`src/dsi3_framer_defs.vh`:
```
// Constants for the command-and-response frame handler.
// Assumes inclusion by bare name from files in the same folder.
`ifndef DSI3_FRAMER_DEFS_VH
`define DSI3_FRAMER_DEFS_VH

// Frame layout, bit positions within the 32-bit message.
`define FRM_ADDR_MSB   31
`define FRM_ADDR_LSB   28
`define FRM_CMD_MSB    27
`define FRM_CMD_LSB    24
`define FRM_EXT_MSB    23
`define FRM_EXT_LSB    16
`define FRM_DATA_MSB   15
`define FRM_DATA_LSB   8
`define FRM_CRC_MSB    7
`define FRM_CRC_LSB    0
`define FRM_MSG_BITS   6'd32

// Check field: polynomial low terms and nondirect seed.
`define CRC_POLY       8'h2f
`define CRC_SEED       8'hff

// Command codes and the broadcast address.
`define CMD_REG_READ   4'h0
`define CMD_REG_WRITE  4'h8
`define CMD_ENTER_PDC  4'hb
`define ADDR_BROADCAST 4'h0

// Chip levels in units of the response current step.
`define CHIP_QUIESCENT 2'd0

// Chip duration and its cycle count at the 20 MHz system clock.
`define CLK_MHZ        20
`define CHIP_TIME_NS   3000
`define CHIP_CYCLES    ((`CHIP_TIME_NS * `CLK_MHZ) / 1000)

`endif

```
`src/dsi3_cmd_resp_framer.v`:
```
// Command check, response build and trilevel chip output for the
// command-and-response mode, plus the chip FIFO it feeds.
// Assumes a bit decoder on the same clock delivers command bits and a
// register array answers reads in the same cycle that the address is given.
//
// Contract
// - Command is address 4, command 4, extended byte 8, data 8, check 8.
// - Act only when frame address equals the configured physical address.
// - Check covers all 32 command bits, fed most significant bit first.
// - On check mismatch the command is dropped and nothing is sent.
// - Preset seed, shift message then check, accept only at all zeros.
// - Polynomial x8+x5+x3+x2+x+1, nondirect seed all ones, both ends.
// - Response is address, echoed command, two register bytes, check.
// - Response address field is the configured physical address.
// - Third field holds register at even base address plus one.
// - Fourth field holds register at even base address plus zero.
// - Each nibble becomes one symbol of three trilevel chips.
// - Chip 0 is quiescent, 1 adds one step, 2 adds two steps.
// - Nibble to chip triplets follow the fixed sixteen entry table.
// - Each symbol starts non-quiescent and holds a level change.
// - Response check over 32 bits, ones seed, eight zeros appended.
// - Codes 0 read, 8 write, b enter periodic mode; others reserved.
// - Reads to broadcast address zero or foreign addresses are ignored.
`timescale 1ns/1ps
`include "dsi3_framer_defs.vh"

// Synchronous FIFO with valid and ready on both sides.
module chip_fifo #(
  parameter WIDTH = 2,
  parameter DEPTH = 16,
  parameter AW    = 4
) (
  input  wire             i_sys_clk,
  input  wire             i_rst_b,
  input  wire [WIDTH-1:0] i_wr_data,
  input  wire             i_wr_valid,
  output wire             o_wr_ready,
  output wire [WIDTH-1:0] o_rd_data,
  output wire             o_rd_valid,
  input  wire             i_rd_ready
);
  reg [WIDTH-1:0] mem [0:DEPTH-1];
  reg [AW-1:0]    wr_ptr;
  reg [AW-1:0]    rd_ptr;
  reg [AW:0]      count;
  wire            do_wr;
  wire            do_rd;

  // Full and empty come from the occupancy count, never guessed.
  assign o_wr_ready = (count != DEPTH[AW:0]);
  assign o_rd_valid = (count != {(AW+1){1'b0}});
  assign o_rd_data  = mem[rd_ptr];
  assign do_wr      = i_wr_valid & o_wr_ready;
  assign do_rd      = i_rd_ready & o_rd_valid;

  // Storage writes need no reset; the pointers guard stale words.
  always @(posedge i_sys_clk) begin
    if (do_wr) begin
      mem[wr_ptr] <= i_wr_data;
    end
  end

  // Pointers wrap at the depth; depth need not be a power of two.
  always @(posedge i_sys_clk) begin
    if (!i_rst_b) begin
      wr_ptr <= {AW{1'b0}};
      rd_ptr <= {AW{1'b0}};
      count  <= {(AW+1){1'b0}};
    end else begin
      if (do_wr) begin
        wr_ptr <= (wr_ptr == DEPTH[AW-1:0] - 1'b1) ? {AW{1'b0}}
                                                   : wr_ptr + 1'b1;
      end
      if (do_rd) begin
        rd_ptr <= (rd_ptr == DEPTH[AW-1:0] - 1'b1) ? {AW{1'b0}}
                                                   : rd_ptr + 1'b1;
      end
      if (do_wr && !do_rd) begin
        count <= count + 1'b1;
      end else if (do_rd && !do_wr) begin
        count <= count - 1'b1;
      end
    end
  end
endmodule // chip_fifo

module dsi3_cmd_resp_framer #(
  parameter CHIP_CYC   = `CHIP_CYCLES,
  parameter FIFO_DEPTH = 16
) (
  input  wire       i_sys_clk,
  input  wire       i_rst_b,
  input  wire [3:0] i_phys_addr_cfg,
  input  wire       i_cmd_start,
  input  wire       i_cmd_bit,
  input  wire       i_cmd_bit_valid,
  input  wire [7:0] i_reg_rd_data,
  input  wire       i_tx_enable,
  output reg  [7:0] o_reg_rd_addr,
  output reg        o_reg_rd_en,
  output reg  [7:0] o_reg_wr_addr,
  output reg  [7:0] o_reg_wr_data,
  output reg        o_reg_wr_en,
  output reg        o_enter_periodic,
  output reg        o_cmd_accepted,
  output reg        o_crc_error,
  output reg        o_busy,
  output reg  [1:0] o_chip_level,
  output reg        o_tx_active
);
  localparam S_IDLE = 3'd0;
  localparam S_RDH  = 3'd1;
  localparam S_RDL  = 3'd2;
  localparam S_CRC  = 3'd3;
  localparam S_SEND = 3'd4;

  reg  [5:0]  rx_cnt;
  reg  [31:0] rx_shift;
  reg  [7:0]  rx_crc;
  reg         rx_done;
  reg  [2:0]  state;
  reg  [3:0]  rsp_cmd;
  reg  [7:0]  rsp_next_reg_byte;
  reg  [7:0]  rsp_base_byte;
  reg  [31:0] tx_word;
  reg  [7:0]  tx_crc;
  reg  [5:0]  tx_cnt;
  reg  [1:0]  chip_idx;
  reg  [15:0] chip_div;
  reg         chip_tick;
  wire [7:0]  next_rx_crc;
  wire [7:0]  next_tx_crc;
  wire [3:0]  frame_phys_addr;
  wire [3:0]  frame_cmd;
  wire [6:0]  reg_base_addr;
  wire [5:0]  symbol;
  wire        push_valid;
  wire        push_ready;
  wire [1:0]  fifo_chip;
  wire        fifo_valid;
  wire        fifo_take;

  // Serial check step: the new bit enters the low end, the top bit
  // folds the polynomial back in. Same step serves both directions.
  function [7:0] crc_step;
    input [7:0] crc;
    input       bit_in;
    begin
      crc_step = {crc[6:0], bit_in} ^ (crc[7] ? `CRC_POLY : 8'h00);
    end
  endfunction

  // Nibble to three chips, first chip in the top pair of bits.
  function [5:0] nib_to_symbol;
    input [3:0] nib;
    begin
      case (nib)
        4'h0: nib_to_symbol = {2'd1, 2'd1, 2'd0};
        4'h1: nib_to_symbol = {2'd2, 2'd1, 2'd1};
        4'h2: nib_to_symbol = {2'd1, 2'd0, 2'd2};
        4'h3: nib_to_symbol = {2'd2, 2'd0, 2'd2};
        4'h4: nib_to_symbol = {2'd1, 2'd0, 2'd0};
        4'h5: nib_to_symbol = {2'd2, 2'd1, 2'd2};
        4'h6: nib_to_symbol = {2'd1, 2'd1, 2'd2};
        4'h7: nib_to_symbol = {2'd2, 2'd0, 2'd1};
        4'h8: nib_to_symbol = {2'd2, 2'd2, 2'd0};
        4'h9: nib_to_symbol = {2'd2, 2'd1, 2'd0};
        4'ha: nib_to_symbol = {2'd1, 2'd2, 2'd2};
        4'hb: nib_to_symbol = {2'd2, 2'd2, 2'd1};
        4'hc: nib_to_symbol = {2'd1, 2'd2, 2'd0};
        4'hd: nib_to_symbol = {2'd2, 2'd0, 2'd0};
        4'he: nib_to_symbol = {2'd1, 2'd0, 2'd1};
        default: nib_to_symbol = {2'd1, 2'd2, 2'd1};
      endcase
    end
  endfunction

  assign next_rx_crc     = crc_step(rx_crc, i_cmd_bit);
  assign next_tx_crc     = crc_step(tx_crc, tx_word[31]);
  assign frame_phys_addr = rx_shift[`FRM_ADDR_MSB:`FRM_ADDR_LSB];
  assign frame_cmd       = rx_shift[`FRM_CMD_MSB:`FRM_CMD_LSB];
  assign reg_base_addr   = rx_shift[`FRM_EXT_MSB:`FRM_EXT_LSB+1];
  assign symbol          = nib_to_symbol(tx_word[31:28]);
  assign push_valid      = (state == S_SEND);
  assign fifo_take       = chip_tick & i_tx_enable;

  // Receive: seed on frame start, shift 32 bits in arrival order, the
  // first bit being the address MSB and the check field coming last.
  always @(posedge i_sys_clk) begin
    if (!i_rst_b) begin
      rx_cnt   <= 6'd0;
      rx_shift <= 32'h0000_0000;
      rx_crc   <= `CRC_SEED;
      rx_done  <= 1'b0;
    end else begin
      rx_done <= 1'b0;
      if (i_cmd_start) begin
        rx_cnt <= 6'd0;
        rx_crc <= `CRC_SEED;
      end else if (i_cmd_bit_valid && rx_cnt != `FRM_MSG_BITS) begin
        rx_shift <= {rx_shift[30:0], i_cmd_bit};
        rx_crc   <= next_rx_crc;
        rx_cnt   <= rx_cnt + 6'd1;
        rx_done  <= (rx_cnt == `FRM_MSG_BITS - 6'd1);
      end
    end
  end

  // Chip rate divider: one enable pulse per chip time.
  always @(posedge i_sys_clk) begin
    if (!i_rst_b) begin
      chip_div  <= 16'h0000;
      chip_tick <= 1'b0;
    end else begin
      chip_tick <= (chip_div == CHIP_CYC[15:0] - 16'h0001);
      if (chip_div == CHIP_CYC[15:0] - 16'h0001) begin
        chip_div <= 16'h0000;
      end else begin
        chip_div <= chip_div + 16'h0001;
      end
    end
  end

  // Frame decode, register fetch, response check and symbol push.
  // A command that completes while a response is still being built is
  // dropped; the master is expected to wait for the answer.
  always @(posedge i_sys_clk) begin
    if (!i_rst_b) begin
      state             <= S_IDLE;
      rsp_cmd           <= 4'h0;
      rsp_next_reg_byte <= 8'h00;
      rsp_base_byte     <= 8'h00;
      tx_word           <= 32'h0000_0000;
      tx_crc            <= `CRC_SEED;
      tx_cnt            <= 6'd0;
      chip_idx          <= 2'd0;
      o_reg_rd_addr     <= 8'h00;
      o_reg_rd_en       <= 1'b0;
      o_reg_wr_addr     <= 8'h00;
      o_reg_wr_data     <= 8'h00;
      o_reg_wr_en       <= 1'b0;
      o_enter_periodic  <= 1'b0;
      o_cmd_accepted    <= 1'b0;
      o_crc_error       <= 1'b0;
      o_busy            <= 1'b0;
    end else begin
      o_reg_rd_en      <= 1'b0;
      o_reg_wr_en      <= 1'b0;
      o_enter_periodic <= 1'b0;
      o_cmd_accepted   <= 1'b0;
      o_crc_error      <= 1'b0;
      case (state)
        S_IDLE: begin
          o_busy <= 1'b0;
          if (rx_done && rx_crc != 8'h00) begin
            o_crc_error <= 1'b1;
          end else if (rx_done && frame_phys_addr == i_phys_addr_cfg
                       && frame_phys_addr != `ADDR_BROADCAST) begin
            rsp_cmd <= frame_cmd;
            if (frame_cmd == `CMD_REG_READ ||
                frame_cmd == `CMD_REG_WRITE) begin
              o_cmd_accepted <= 1'b1;
              o_busy         <= 1'b1;
              o_reg_rd_addr  <= {reg_base_addr, 1'b1};
              o_reg_rd_en    <= 1'b1;
              state          <= S_RDH;
              if (frame_cmd == `CMD_REG_WRITE) begin
                o_reg_wr_addr <= rx_shift[`FRM_EXT_MSB:`FRM_EXT_LSB];
                o_reg_wr_data <= rx_shift[`FRM_DATA_MSB:`FRM_DATA_LSB];
                o_reg_wr_en   <= 1'b1;
              end
            end else if (frame_cmd == `CMD_ENTER_PDC) begin
              o_cmd_accepted   <= 1'b1;
              o_enter_periodic <= 1'b1;
            end
          end
        end
        S_RDH: begin
          rsp_next_reg_byte <= i_reg_rd_data;
          o_reg_rd_addr     <= {o_reg_rd_addr[7:1], 1'b0};
          o_reg_rd_en       <= 1'b1;
          state             <= S_RDL;
        end
        S_RDL: begin
          rsp_base_byte <= i_reg_rd_data;
          tx_word <= {i_phys_addr_cfg, rsp_cmd, rsp_next_reg_byte,
                      i_reg_rd_data, 8'h00};
          tx_crc  <= `CRC_SEED;
          tx_cnt  <= 6'd0;
          state   <= S_CRC;
        end
        S_CRC: begin
          // 24 message bits, then the zeroed check field as the eight
          // appended zeros, one per cycle.
          tx_crc  <= next_tx_crc;
          tx_word <= {tx_word[30:0], 1'b0};
          tx_cnt  <= tx_cnt + 6'd1;
          if (tx_cnt == `FRM_MSG_BITS - 6'd1) begin
            tx_word  <= {i_phys_addr_cfg, rsp_cmd, rsp_next_reg_byte,
                         rsp_base_byte, next_tx_crc};
            tx_cnt   <= 6'd0;
            chip_idx <= 2'd0;
            state    <= S_SEND;
          end
        end
        S_SEND: begin
          // Three chips per nibble, top nibble first; waits on FIFO room.
          if (push_ready) begin
            if (chip_idx == 2'd2) begin
              chip_idx <= 2'd0;
              tx_word  <= {tx_word[27:0], 4'h0};
              tx_cnt   <= tx_cnt + 6'd1;
              if (tx_cnt == 6'd7) begin
                state <= S_IDLE;
              end
            end else begin
              chip_idx <= chip_idx + 2'd1;
            end
          end
        end
        default: begin
          state <= S_IDLE;
        end
      endcase
    end
  end

  chip_fifo #(
    .WIDTH (2),
    .DEPTH (FIFO_DEPTH),
    .AW    (4)
  ) u_chip_fifo (
    .i_sys_clk  (i_sys_clk),
    .i_rst_b    (i_rst_b),
    .i_wr_data  ((chip_idx == 2'd0) ? symbol[5:4] :
                 (chip_idx == 2'd1) ? symbol[3:2] : symbol[1:0]),
    .i_wr_valid (push_valid),
    .o_wr_ready (push_ready),
    .o_rd_data  (fifo_chip),
    .o_rd_valid (fifo_valid),
    .i_rd_ready (fifo_take)
  );

  // Line driver: one chip per tick; quiescent once the FIFO runs dry.
  always @(posedge i_sys_clk) begin
    if (!i_rst_b) begin
      o_chip_level <= `CHIP_QUIESCENT;
      o_tx_active  <= 1'b0;
    end else if (fifo_take) begin
      o_chip_level <= fifo_valid ? fifo_chip : `CHIP_QUIESCENT;
      o_tx_active  <= fifo_valid;
    end
  end
endmodule // dsi3_cmd_resp_framer

```
`config.mk`:
```
export PLATFORM = sky130hd
export DESIGN_NAME = dsi3_cmd_resp_framer
export DESIGN_NICKNAME = d
export VERILOG_FILES = /design/src/dsi3_cmd_resp_framer.v
export VERILOG_INCLUDE_DIRS = /design/src /design/src/src
export SDC_FILE = /design/constraint.sdc
export NUM_CORES = 1
export LEC_CHECK = 0
export BUFFER_PORTS_ARGS = -buffer_cell sky130_fd_sc_hd__buf_2
export CORE_UTILIZATION = 53
export DETAILED_ROUTE_END_ITERATION = 6
export PLACE_DENSITY = 0.7
export SLEW_MARGIN = 20
export SYNTH_ARGS = -nofsm -noshare
export SYNTH_HDL_FRONTEND = slang
export SYNTH_SLANG_ARGS = --single-unit
export TNS_END_PERCENT = 30
```
`constraint.sdc`:
```
create_clock -name i_sys_clk -period 3.81 [get_ports i_sys_clk]
set_input_delay 0.1905 -clock i_sys_clk [delete_from_list [all_inputs] [get_ports i_sys_clk]]
set_output_delay 0.1905 -clock i_sys_clk [all_outputs]
set_load 0.005 [all_outputs]
```
* Yosys cells after proc, flatten, opt, wreduce, memory -nomap -nowiden
Memories as Yosys holds them, arrays and structs flattened. A register that Yosys moved wholly into a read port is not among the register bits.
Index checks and enable logic that the tools add are counted.
W data, S select, Z words.
** Word-level totals
- Input port bits :: 18
- Output and inout port bits :: 33
- Register bits after elaboration :: 181
- Memories kept :: 2
- Bits in writable memories :: 32
- Bits in read-only memories :: 96
- Word-level logic and storage cells :: 159
** Cells by class
- Bitwise logic cells :: 13
- Add/subtract/negate cells :: 8
- Eq/ne operators :: 24
- Multiplexer cells :: 48
- Reduce and logical (&&, ||, !) cells :: 35
** Memories
- (no name shown) :: depth 16, bits a word 6, rd ports 1, clocked after memory_dff 1, wr ports 0, RTL line dsi3_cmd_resp_framer.v:157 : case (nib)
- u_chip_fifo.mem :: depth 16, bits a word 2, rd ports 1, clocked after memory_dff 1, wr ports 1, RTL line dsi3_cmd_resp_framer.v:42 : reg [WIDTH-1:0] mem [0:DEPTH-1];
** Operators with widths (number)
- $mux W32 :: 3
- $pmux W32 S3 :: 1
- $pmux W8 S2 :: 2
- $mux W6 :: 5
- $mux W4 :: 6
- $mux W8 :: 3
- $mux W3 :: 7
- $pmux W6 S3 :: 1
- $add A16 B1 Y16 const B :: 1
- $eq A16 B6 Y1 const B :: 1
- $eq A4 B4 Y1 const B :: 4
- $xor A8 B6 Y8 :: 2
- $pmux W3 S5 :: 1
- $ne A2 B2 Y1 const B :: 7
- $add A6 B1 Y6 const B :: 2
- $eq A6 B5 Y1 const B :: 2
- $mux W2 :: 6
- $mux W5 :: 2
- $reduce_and A5 Y1 :: 2
- $reduce_or A5 Y1 :: 2
- $mux W1 :: 9
- $reduce_and A3 Y1 :: 3
- $add A4 B1 Y4 const B :: 2
- $not A1 Y1 :: 8
- other kinds (32) :: 46

* Logic depth before layout (Yosys ltp)
Gate-level depths: netlist (run 1).
- Word-level depth :: 6
- Depth in mapped cells :: 14
- Depth with buffers taken out :: 13

* Modules after synthesis
Synthesis (run 1) repeated with hierarchy kept, for this count alone.
** Second synthesis, totals
- Cells, all modules :: 1042
- Area total of the unflattened synthesis :: 9540.4 um^2
** By module, submodules not included
- dsi3_cmd_resp_framer :: sequential area each 3483.3 um^2, area an instance 7338.3 um^2, times used 1, cells each 879
- chip_fifo :: sequential area each 1301.2 um^2, area an instance 2202.1 um^2, times used 1, cells each 163

* Worst setup path after synthesis (run 1)
Ideal clock, no wire load.
- Path kind :: reg2reg
- Start point :: register state[2]
- End point :: register u_chip_fifo.count[4]
- Arrival :: 2.935 ns
- Path slack :: 0.805 ns
- Buffers on the path :: 3
- Cell stages (with the launch flop) :: 14
- Path through :: dfxtp_1 clkbuf_2 or3b_1 clkbuf_1 a21oi_2 clkbuf_1 ha_1 inv_1 fa_1 a21o_1 a21oi_1 xnor2_1 or3_1 a21oi_1
** On the way
- Word-level cells in the longest chain between the ends :: 5
- Elaborated cells between the ends (all ways) :: 7
- Those cells by class :: eq/ne: 1; mux: 1; bitwise: 1; reduce/logical: 4
** Ends and longest elaborated chain
- from (decl) :: RTL line dsi3_cmd_resp_framer.v:121 : reg [2:0] state;
- from (signal assigned) :: RTL line dsi3_cmd_resp_framer.v:229 : state <= S_IDLE;
- from (signal assigned) :: RTL line dsi3_cmd_resp_framer.v:266 : state <= S_RDH;
- from (signal assigned) :: RTL line dsi3_cmd_resp_framer.v:282 : state <= S_RDL;
- $eq A3 B3 Y1 (*) :: RTL line dsi3_cmd_resp_framer.v:184 : assign push_valid = (state == S_SEND);
- $and A1 B1 Y1 (*) :: RTL line dsi3_cmd_resp_framer.v:53 : assign do_wr = i_wr_valid & o_wr_ready;
- net u_chip_fifo.do_wr :: RTL line dsi3_cmd_resp_framer.v:46 : wire do_wr;
- $logic_not A1 Y1 :: RTL line dsi3_cmd_resp_framer.v:80 : end else if (do_rd && !do_wr) begin
- $logic_and A1 B1 Y1 :: RTL line dsi3_cmd_resp_framer.v:80
- $reduce_bool A2 Y1 (no line)
- to (signal assigned) :: RTL line dsi3_cmd_resp_framer.v:68 : count <= {(AW+1){1'b0}};
- to (signal assigned) :: RTL line dsi3_cmd_resp_framer.v:79 : count <= count + 1'b1;
- to (signal assigned) :: RTL line dsi3_cmd_resp_framer.v:81 : count <= count - 1'b1;
- to (decl) :: RTL line dsi3_cmd_resp_framer.v:45 : reg [AW:0] count;
Mark *: on every way through the listed nets, which the timed path passes. The rest lies on a longest branch.
A chain may end at the register's enable or synchronous reset.

* Worst setup path in the final report (run 1)
- Start point :: register state[2]
- End point :: register, netlist name symbol[1]
** On the way
- Word-level cells in the longest chain between the ends :: 5
- Elaborated cells between the ends (all ways) :: 10
- Those cells by class :: eq/ne: 5; mux: 3; reduce/logical: 2
** Ends and longest elaborated chain
- $eq A3 B3 Y1 / $eq A3 B2 Y1 (equally long branches) :: RTL line dsi3_cmd_resp_framer.v:252 : case (state)
- $ne A2 B2 Y1 (no line) / $reduce_bool A3 Y1 (equally long branches)
- $reduce_and A3 Y1 (no line)
- $mux W4 (no line) (*) (2 in a row)
Every way passes the cells marked *; elsewhere a longest branch is shown, timed or not.

==> reports/qor.csv, run 1 <==
stage;metric;value;unit
run_status;outcome;finished, final reports clean;
drt;Avg WL per Cell;15.04;µm
critical_path;worst r2r src;state[2];
logic_synthesis;Top FF cell, synth;dfxtp_1;
logic_synthesis;synth warn;0;
timing;RSZ-0062 raised after global routing;false;
logic_synthesis;sequential share of the synthesized area;50.54;%
place;dpl ws;713.7;ps
place;gpl congestion;0.7746;
logic_synthesis;Post-Syn Instances;1014;
clock_tree;clock buffer count from CTS;24;
clock_tree;CTS tree;built;
critical_path;Crit Path Max Fanout;60;
power;sw frac;19.97;%
place;DP Wirelength;12640;µm
critical_path;crit start category;flip-flop;
global_routing;vias in the first global route;6506;
die;core area;17360;µm²
timing;hold_ws;32.56;ps
clock_tree;clk root buf;clkbuf_16;
timing;Final Skew;10.94;ps
logic_synthesis;Post-Syn Area;9467;µm²
finish;Ant. Diodes;0;
min_path;worst hold path class;input port to flip-flop;
clock_tree;CTS Buffer Depth;3;
logic_synthesis;Yosys cell types;65;
timing;Slew headroom;30.48;%
power;Clk pwr share;47.6;%
logic_synthesis;async set-reset flop share out of synthesis;0;%
critical_path;Crit path max-delay family;simple AND/OR/NAND/NOR gates;
logic_synthesis;EDFF count, synth;32;
job;Max-Cap Viols;0;
die;Placement Rows;48;
power;Gate power share;2.1;%
finish;most frequent cells in the layout;dfxtp_1, nand2_1, nor2_1, a21oi_1, mux2i_1;
critical_path;Cell Chain, Critical Path;or3b_1 -> a21oi_2 -> buf_4 -> a31o_2 -> buf_4 -> mux2_2 -> or3_1 -> o2bb2ai_1;
drt;drt total wl;19420;µm
clock_tree;Worst-path clk slew;60;ps
power;Power Internal;3.803;mW
timing;count of pins over their slew limit;0;
die;IO Pins;51;
finish;layout cells sized above 1;11.91;%
power;PwrDens;443.3;nW/µm²
global_routing;global-route wire length before repair;32180;µm
critical_path;max incr delay on CP;510;ps
drt;antenna-violating nets left;0;
die;die width;135.6;µm
power;sequential share of power;50.4;%
die;Initial Util;54.54;%
critical_path;required time of the worst setup path;4230;ps
clock_tree;H-tree depth;1;
min_path;hold wc startpoint;i_cmd_start;
clock_tree;Post-CTS Setup Bufs;0;
place;IO buf count;50;
clock_tree;PostCTS Resize Cnt;0;
critical_path;Setup crit start;state[2];
drt;DR iter-0 viols;476;
global_routing;initial antenna violation count;0;
power;Peak VDD IR;0.3327;mV
finish;final net count;1086;
finish;FILL cells;1494;
power;LEAKAGE;3.792;nW
critical_path;critical path's slowest cell;or3b_1;
timing;Slew @ Worst Pin;1036;ps
drt;Initial DRT Pass Iterations;5;
drt;Vias/cell;5.572;
critical_path;Buf/Inv on CP;2;
place;placed cell area;9849;µm²
critical_path;CP Capture Type;flip-flop;
finish;final instance area;10720;µm²
timing;setup slack after layout;653.9;ps
timing;Hold Vio Cnt, Final;0;
timing;Final Critical Period;3156;ps
finish;Area growth, synth to finish;13.26;%
critical_path;CP Class;flip-flop to flip-flop;
logic_synthesis;number of synthesized register bits;223;
global_routing;GRT overflow;0;
timing;f_max;0.3169;GHz
timing;final setup fails;0;
global_routing;largest net degree at the start of global routing;61;
critical_path;Most common cell on crit path;buf_4;
die;Die ar.;18400;µm²
timing;Tcrit/Tclk final;82.84;%
drt;drc violations;0;
timing;setup TNS;0;ps
logic_synthesis;synthesized net count;1051;
clock_tree;TritonCTS Sinks;223;
critical_path;Crit path arrival time;3580;ps
clock_tree;# hold bufs at CTS;9;
clock_tree;clk_lat worst skew;500;ps
global_routing;total track usage;21.34;%
finish;most common cell after layout, fill and taps aside;dfxtp_1;
power;switching power;0.9493;mW
die;die height;135.6;µm
drt;via count;7194;
logic_synthesis;Syn Area/Cell;9.336;µm²
-- worst paths after layout --
| kind | end | slack [ps] | cells past startpoint |
|---|---|---|---|
| max | symbol[1] | 650 | 8 |
| min | rx_crc[7] | 30 | 3 |
| max reg2reg | symbol[1] | 650 | 8 |
| min reg2reg | rsp_next_reg_byte[7] | 450 | 2 |
-- cell usage after synthesis (all sizes together), types with 9 or more instances --
| cell type | instances | share of area (%) |
|---|---|---|
| mux4 | 10 | 2.4 |
| or3 | 9 | 0.59 |
| a21oi | 75 | 4.0 |
| o21ai | 37 | 2.0 |
| a22oi | 25 | 2.0 |
| buf | 13 | 0.74 |
| xor2 | 21 | 1.9 |
| xnor2 | 19 | 1.8 |
| ha | 18 | 2.4 |
| o211ai | 18 | 1.4 |
| nor3 | 16 | 1.0 |
| a311oi | 13 | 1.2 |
| dfxtp | 191 | 40 |
| edfxtp | 32 | 10 |
| nand4 | 11 | 0.89 |
| nand2 | 151 | 6.0 |
| clkbuf | 50 | 2.0 |
| inv | 18 | 0.71 |
| mux2i | 51 | 5.4 |
| nor2 | 146 | 5.9 |
-- metrics by stage --
| step | power (mW) | utilization, % | std cells |
|---|---|---|---|
| 6_report | 4.752 | 61.77 | 1291 |
| 5_1_grt | 4.906 | 61.77 | 1291 |
| 4_1_cts | 4.806 | 61.77 | 1291 |
| 3_5_place_dp | 2.536 | 56.75 | 1239 |
| 3_3_place_gp | 2.536 | 56.75 | 1239 |
| 2_1_floorplan | 2.503 | - | 1014 |
-- logic make-up after synthesis --
| kind of cell | count (synthesis) | share of synthesized area [%] |
|---|---|---|
| flip-flops | 223 | 50.54 |
| AO/OA/AOI/OAI | 198 | 13.12 |
| XOR/XNOR | 40 | 3.701 |
| multiplexers | 63 | 8.010 |
| AND/OR/NAND/NOR | 390 | 18.58 |
| buffers and inverters | 81 | 3.450 |
| adder cells (fa/ha/maj) | 19 | 2.591 |
-- routing by layer --
| metal | wire length, µm | vias to the layer above | track usage, % |
|---|---|---|---|
| met3 | 823 | 24 | 3.030 |
| li1 | - | 3618 | - |
| met2 | 9151 | 151 | 33.76 |
| met1 | 9146 | 3401 | 30.69 |
| met4 | 301 | 0 | 4.931 |
| met5 | 0 | - | 0 |
-- power by group through the flow --
stage / Combinational, mW / Clock, mW / Sequential (mW)
floorplan: 0.0608 / 0 / 2.44
global placement: 0.0919 / 0 / 2.44
detailed placement: 0.0924 / 0 / 2.44
CTS: 0.0999 / 2.31 / 2.39
global route: 0.109 / 2.40 / 2.39
finish: 0.0993 / 2.26 / 2.39
-- area by class of cell --
type | count | area [µm²] | area share, %
clock buffers | 40 | 742.0 | 6.920
clock inverters | 3 | 40.04 | 0.3734
inverters | 18 | 70.07 | 0.6535
multi-input cells | 710 | 4365 | 40.72
flip-flops and latches | 223 | 4785 | 44.63
well taps | 225 | 281.5 | 2.626
repair buffers | 72 | 437.9 | 4.085
-- registers in the layout, indices dropped and copies added, names as in the netlist, 5 cells and up, named ones only --
signal and flops:
o_reg_rd_addr 8, u_chip_fifo.count 5, u_chip_fifo.mem 32, rsp_next_reg_byte 8
rx_cnt 6, o_reg_wr_addr 8, tx_cnt 6, rx_shift 32
o_reg_wr_data 8, rx_crc 8, rsp_base_byte 8, symbol 6
chip_div 16, tx_word 32, tx_crc 8
-- worst reg2reg max path, stage by stage, from the launching register on --
cell and delay (ps):
dfxtp_1 480, or3b_1 510, a21oi_2 150, buf_4 200
a31o_2 230, buf_4 490, mux2_2 500, or3_1 360
o2bb2ai_1 150
No activity file was read; power rests on OpenSTA's default activity.
==> inputs of run 2 (changes only) <==
Settings changed: ABC_AREA set to 1, PLACE_DENSITY 0.7 to 0.72.
Clock period 3.81 ns to 2.8 ns, I/O delays scaled along.
==> run 2 against run 1 <==
Synthesized cell count is 26% higher; maximum frequency is 29% higher; wire length is 16% higher; critical path type unchanged; largest cell class unchanged; count of clock-buffer cells in the layout is 2 lower; register-to-register slack worse by 300 ps; area after synthesis is 5.7% higher; critical path depth is 5 higher; sequential share of layout area is 2.3 points lower; worst setup slack worse by 300 ps.
==> reports/qor.csv, run 2 <==
stage;metric;value;unit
run_status;outcome;finished, final reports clean;
finish;FF/Latch Area;4785;µm²
die;Initial Util;54.94;%
finish;FILL cells;1631;
timing;setup slack after layout;350.0;ps
critical_path;Buf/Inv on CP;2;
timing;count of pins over their slew limit;0;
clock_tree;CTS tree;built;
drt;Avg WL per Cell;14.46;µm
clock_tree;H-tree depth;1;
timing;final setup fails;0;
finish;final net count;1357;
place;DP Wirelength;14810;µm
die;Placement Rows;49;
timing;RSZ-0062 raised after global routing;false;
critical_path;CP Class;flip-flop to flip-flop;
finish;Area growth, synth to finish;12.90;%
finish;final instance area;11290;µm²
global_routing;vias in the first global route;7865;
min_path;worst hold path class;input port to flip-flop;
logic_synthesis;Yosys cell types;50;
die;die width;139.4;µm
timing;Final Critical Period;2450;ps
finish;most common cell after layout, fill and taps aside;nand2_1;
die;Die ar.;19430;µm²
global_routing;initial antenna violation count;0;
timing;Slew @ Worst Pin;884.2;ps
finish;most frequent cells in the layout;nand2_1, dfxtp_1, a21oi_1, inv_1, o21ai_0;
critical_path;Crit path max-delay family;simple AND/OR/NAND/NOR gates;
logic_synthesis;most common cell in the netlist;nand2_1;
logic_synthesis;commonest cells in the netlist;nand2_1, dfxtp_1, a21oi_1, inv_1, o21ai_0;
clock_tree;# hold bufs at CTS;11;
global_routing;total track usage;23.65;%
finish;area of the multi-input gates;4387;µm²
critical_path;max incr delay on CP;490;ps
clock_tree;Post-CTS Setup Bufs;0;
die;IO Pins;51;
global_routing;largest net degree at the start of global routing;85;
clock_tree;clk root buf;clkbuf_16;
clock_tree;clock buffer count from CTS;24;
clock_tree;PostCTS Resize Cnt;0;
job;Max-Cap Viols;0;
global_routing;GRT overflow;0;
logic_synthesis;Syn Area/Cell;7.846;µm²
clock_tree;TritonCTS Sinks;223;
logic_synthesis;synth warn;0;
timing;Final Skew;12.15;ps
finish;Ant. Diodes;0;
critical_path;Crit path arrival time;2850;ps
die;die height;139.4;µm
drt;via count;8596;
die;core area;18210;µm²
logic_synthesis;Post-Syn Area;10000;µm²
drt;Initial DRT Pass Iterations;5;
drt;drc violations;0;
finish;Final Util;62.02;%
critical_path;crit start category;flip-flop;
logic_synthesis;sequential share of the synthesized area;47.83;%
power;LEAKAGE;4.351;nW
critical_path;CP Capture Type;flip-flop;
place;gpl congestion;0.8425;
timing;setup TNS;0;ps
drt;Vias/cell;5.496;
critical_path;Crit Path Max Fanout;14;
drt;antenna-violating nets left;0;
critical_path;Cell Chain, Critical Path;nand3_2 -> inv_2 -> nand3_1 -> nand3_1 -> nand2_1 -> nand2_1 -> nand2_1 -> nor2_1 -> inv_1 -> ha_1 -> nand3_1 -> nand3_1 -> nand2_1;
logic_synthesis;Post-Syn Instances;1275;
clock_tree;Worst-path clk slew;60;ps
logic_synthesis;number of synthesized register bits;223;
logic_synthesis;async set-reset flop share out of synthesis;0;%
logic_synthesis;synthesized net count;1312;
timing;Tcrit/Tclk final;87.50;%
timing;Hold Vio Cnt, Final;0;
critical_path;required time of the worst setup path;3200;ps
power;Peak VDD IR;0.4242;mV
clock_tree;CTS Buffer Depth;3;
clock_tree;clk_lat worst skew;520;ps
place;IO buf count;50;
critical_path;critical path's slowest cell;dfxtp_1;
drt;drt total wl;22610;µm
logic_synthesis;largest cells by area after synthesis;dfxtp_1, edfxtp_1, nand2_1;
drt;DR iter-0 viols;709;
place;dpl ws;365.3;ps
power;PwrDens;584.8;nW/µm²
place;placed cell area;10400;µm²
logic_synthesis;EDFF count, synth;32;
logic_synthesis;Top FF cell, synth;dfxtp_1;
global_routing;global-route wire length before repair;38110;µm
logic_synthesis;post-synth top area share;38.22;%
finish;largest registers;rx_shift: 32 flops, tx_word: 32 flops, u_chip_fifo.mem: 32 flops;
timing;f_max;0.4082;GHz
logic_synthesis;Synth area leader;dfxtp_1;
timing;Slew headroom;40.97;%
finish;layout cells sized above 1;11.16;%
## run 2: cell count changes after synthesis, sizes merged, moves of 17 or more
cell / before / now
a22oi: 25 / 0
nand3: 8 / 91
buf: 13 / 30
a21oi: 75 / 132
o21ai: 37 / 114
nor2: 146 / 110
inv: 18 / 133
mux2i: 51 / 0
nand2: 151 / 257
a31oi: 4 / 25
## run 2: path summary, 6_finish.rpt
check | startpoint | endpoint | slack (ps) | depth (start not counted)
setup / recovery | state[1] | symbol[2] | 350 | 13
hold / removal | i_cmd_start | rx_crc[7] | 80 | 3
setup reg to reg | state[1] | symbol[2] | 350 | 13
hold reg to reg | o_reg_wr_addr[3] | o_reg_wr_addr[3] | 460 | 2
## run 2: cell type report
type	instances	share of cell area (%)
flip-flops and latches	223	42.37
multi-input cells	853	38.84
clock buffers	38	6.592
repair buffers	84	4.831
inverters	134	4.476
well taps	229	2.537
clock inverters	3	0.3545
## run 2: per-layer routing
metal  track usage, %  wire [µm]  part of all wire [%]  vias to the layer above
met4            6.667        438                   1.9                        0
li1                 -          -                     -                     4343
met2            38.01      10300                    46                      201
met1            33.33      10600                    47                     4015
met5                0          0                     0                        -
met3            3.097       1272                   5.6                       37
## run 2: worst register-to-register path, delay by kind of cell, from the launching register on
family | cells | cell delay (ps)
buffers and inverters | 2 | 360
and+or+nand+nor | 10 | 1170
adders and majority gates | 1 | 310
DFF | 1 | 490
## run 2: cell families after synthesis
| family | count (synthesis) | share of synthesized area (%) |
|---|---|---|
| buffers and inverters | 199 | 8.318 |
| XOR/XNOR | 19 | 1.664 |
| flip-flops | 223 | 47.83 |
| AND/OR/NAND/NOR | 514 | 23.28 |
| adder cells (fa/ha/maj) | 19 | 2.452 |
| AO/OA/AOI/OAI | 301 | 16.46 |
## run 2: report_power, final
group	switching, mW	leakage (nW)	internal, mW
clock network	1.24	0.387	1.90
logic	0.133	2.13	0.0625
registers	0.0150	1.83	3.26
## run 2: per-stage QoR
stage                     std cells  hold slack, ps  total power [mW]
after CTS                      1564           68.06             6.658
final                          1564           76.50             6.605
after floorplan                1275           288.9             3.466
after global placement         1512           410.9             3.520
after global routing           1564           122.4             6.823
after detailed placement       1512           425.5             3.521
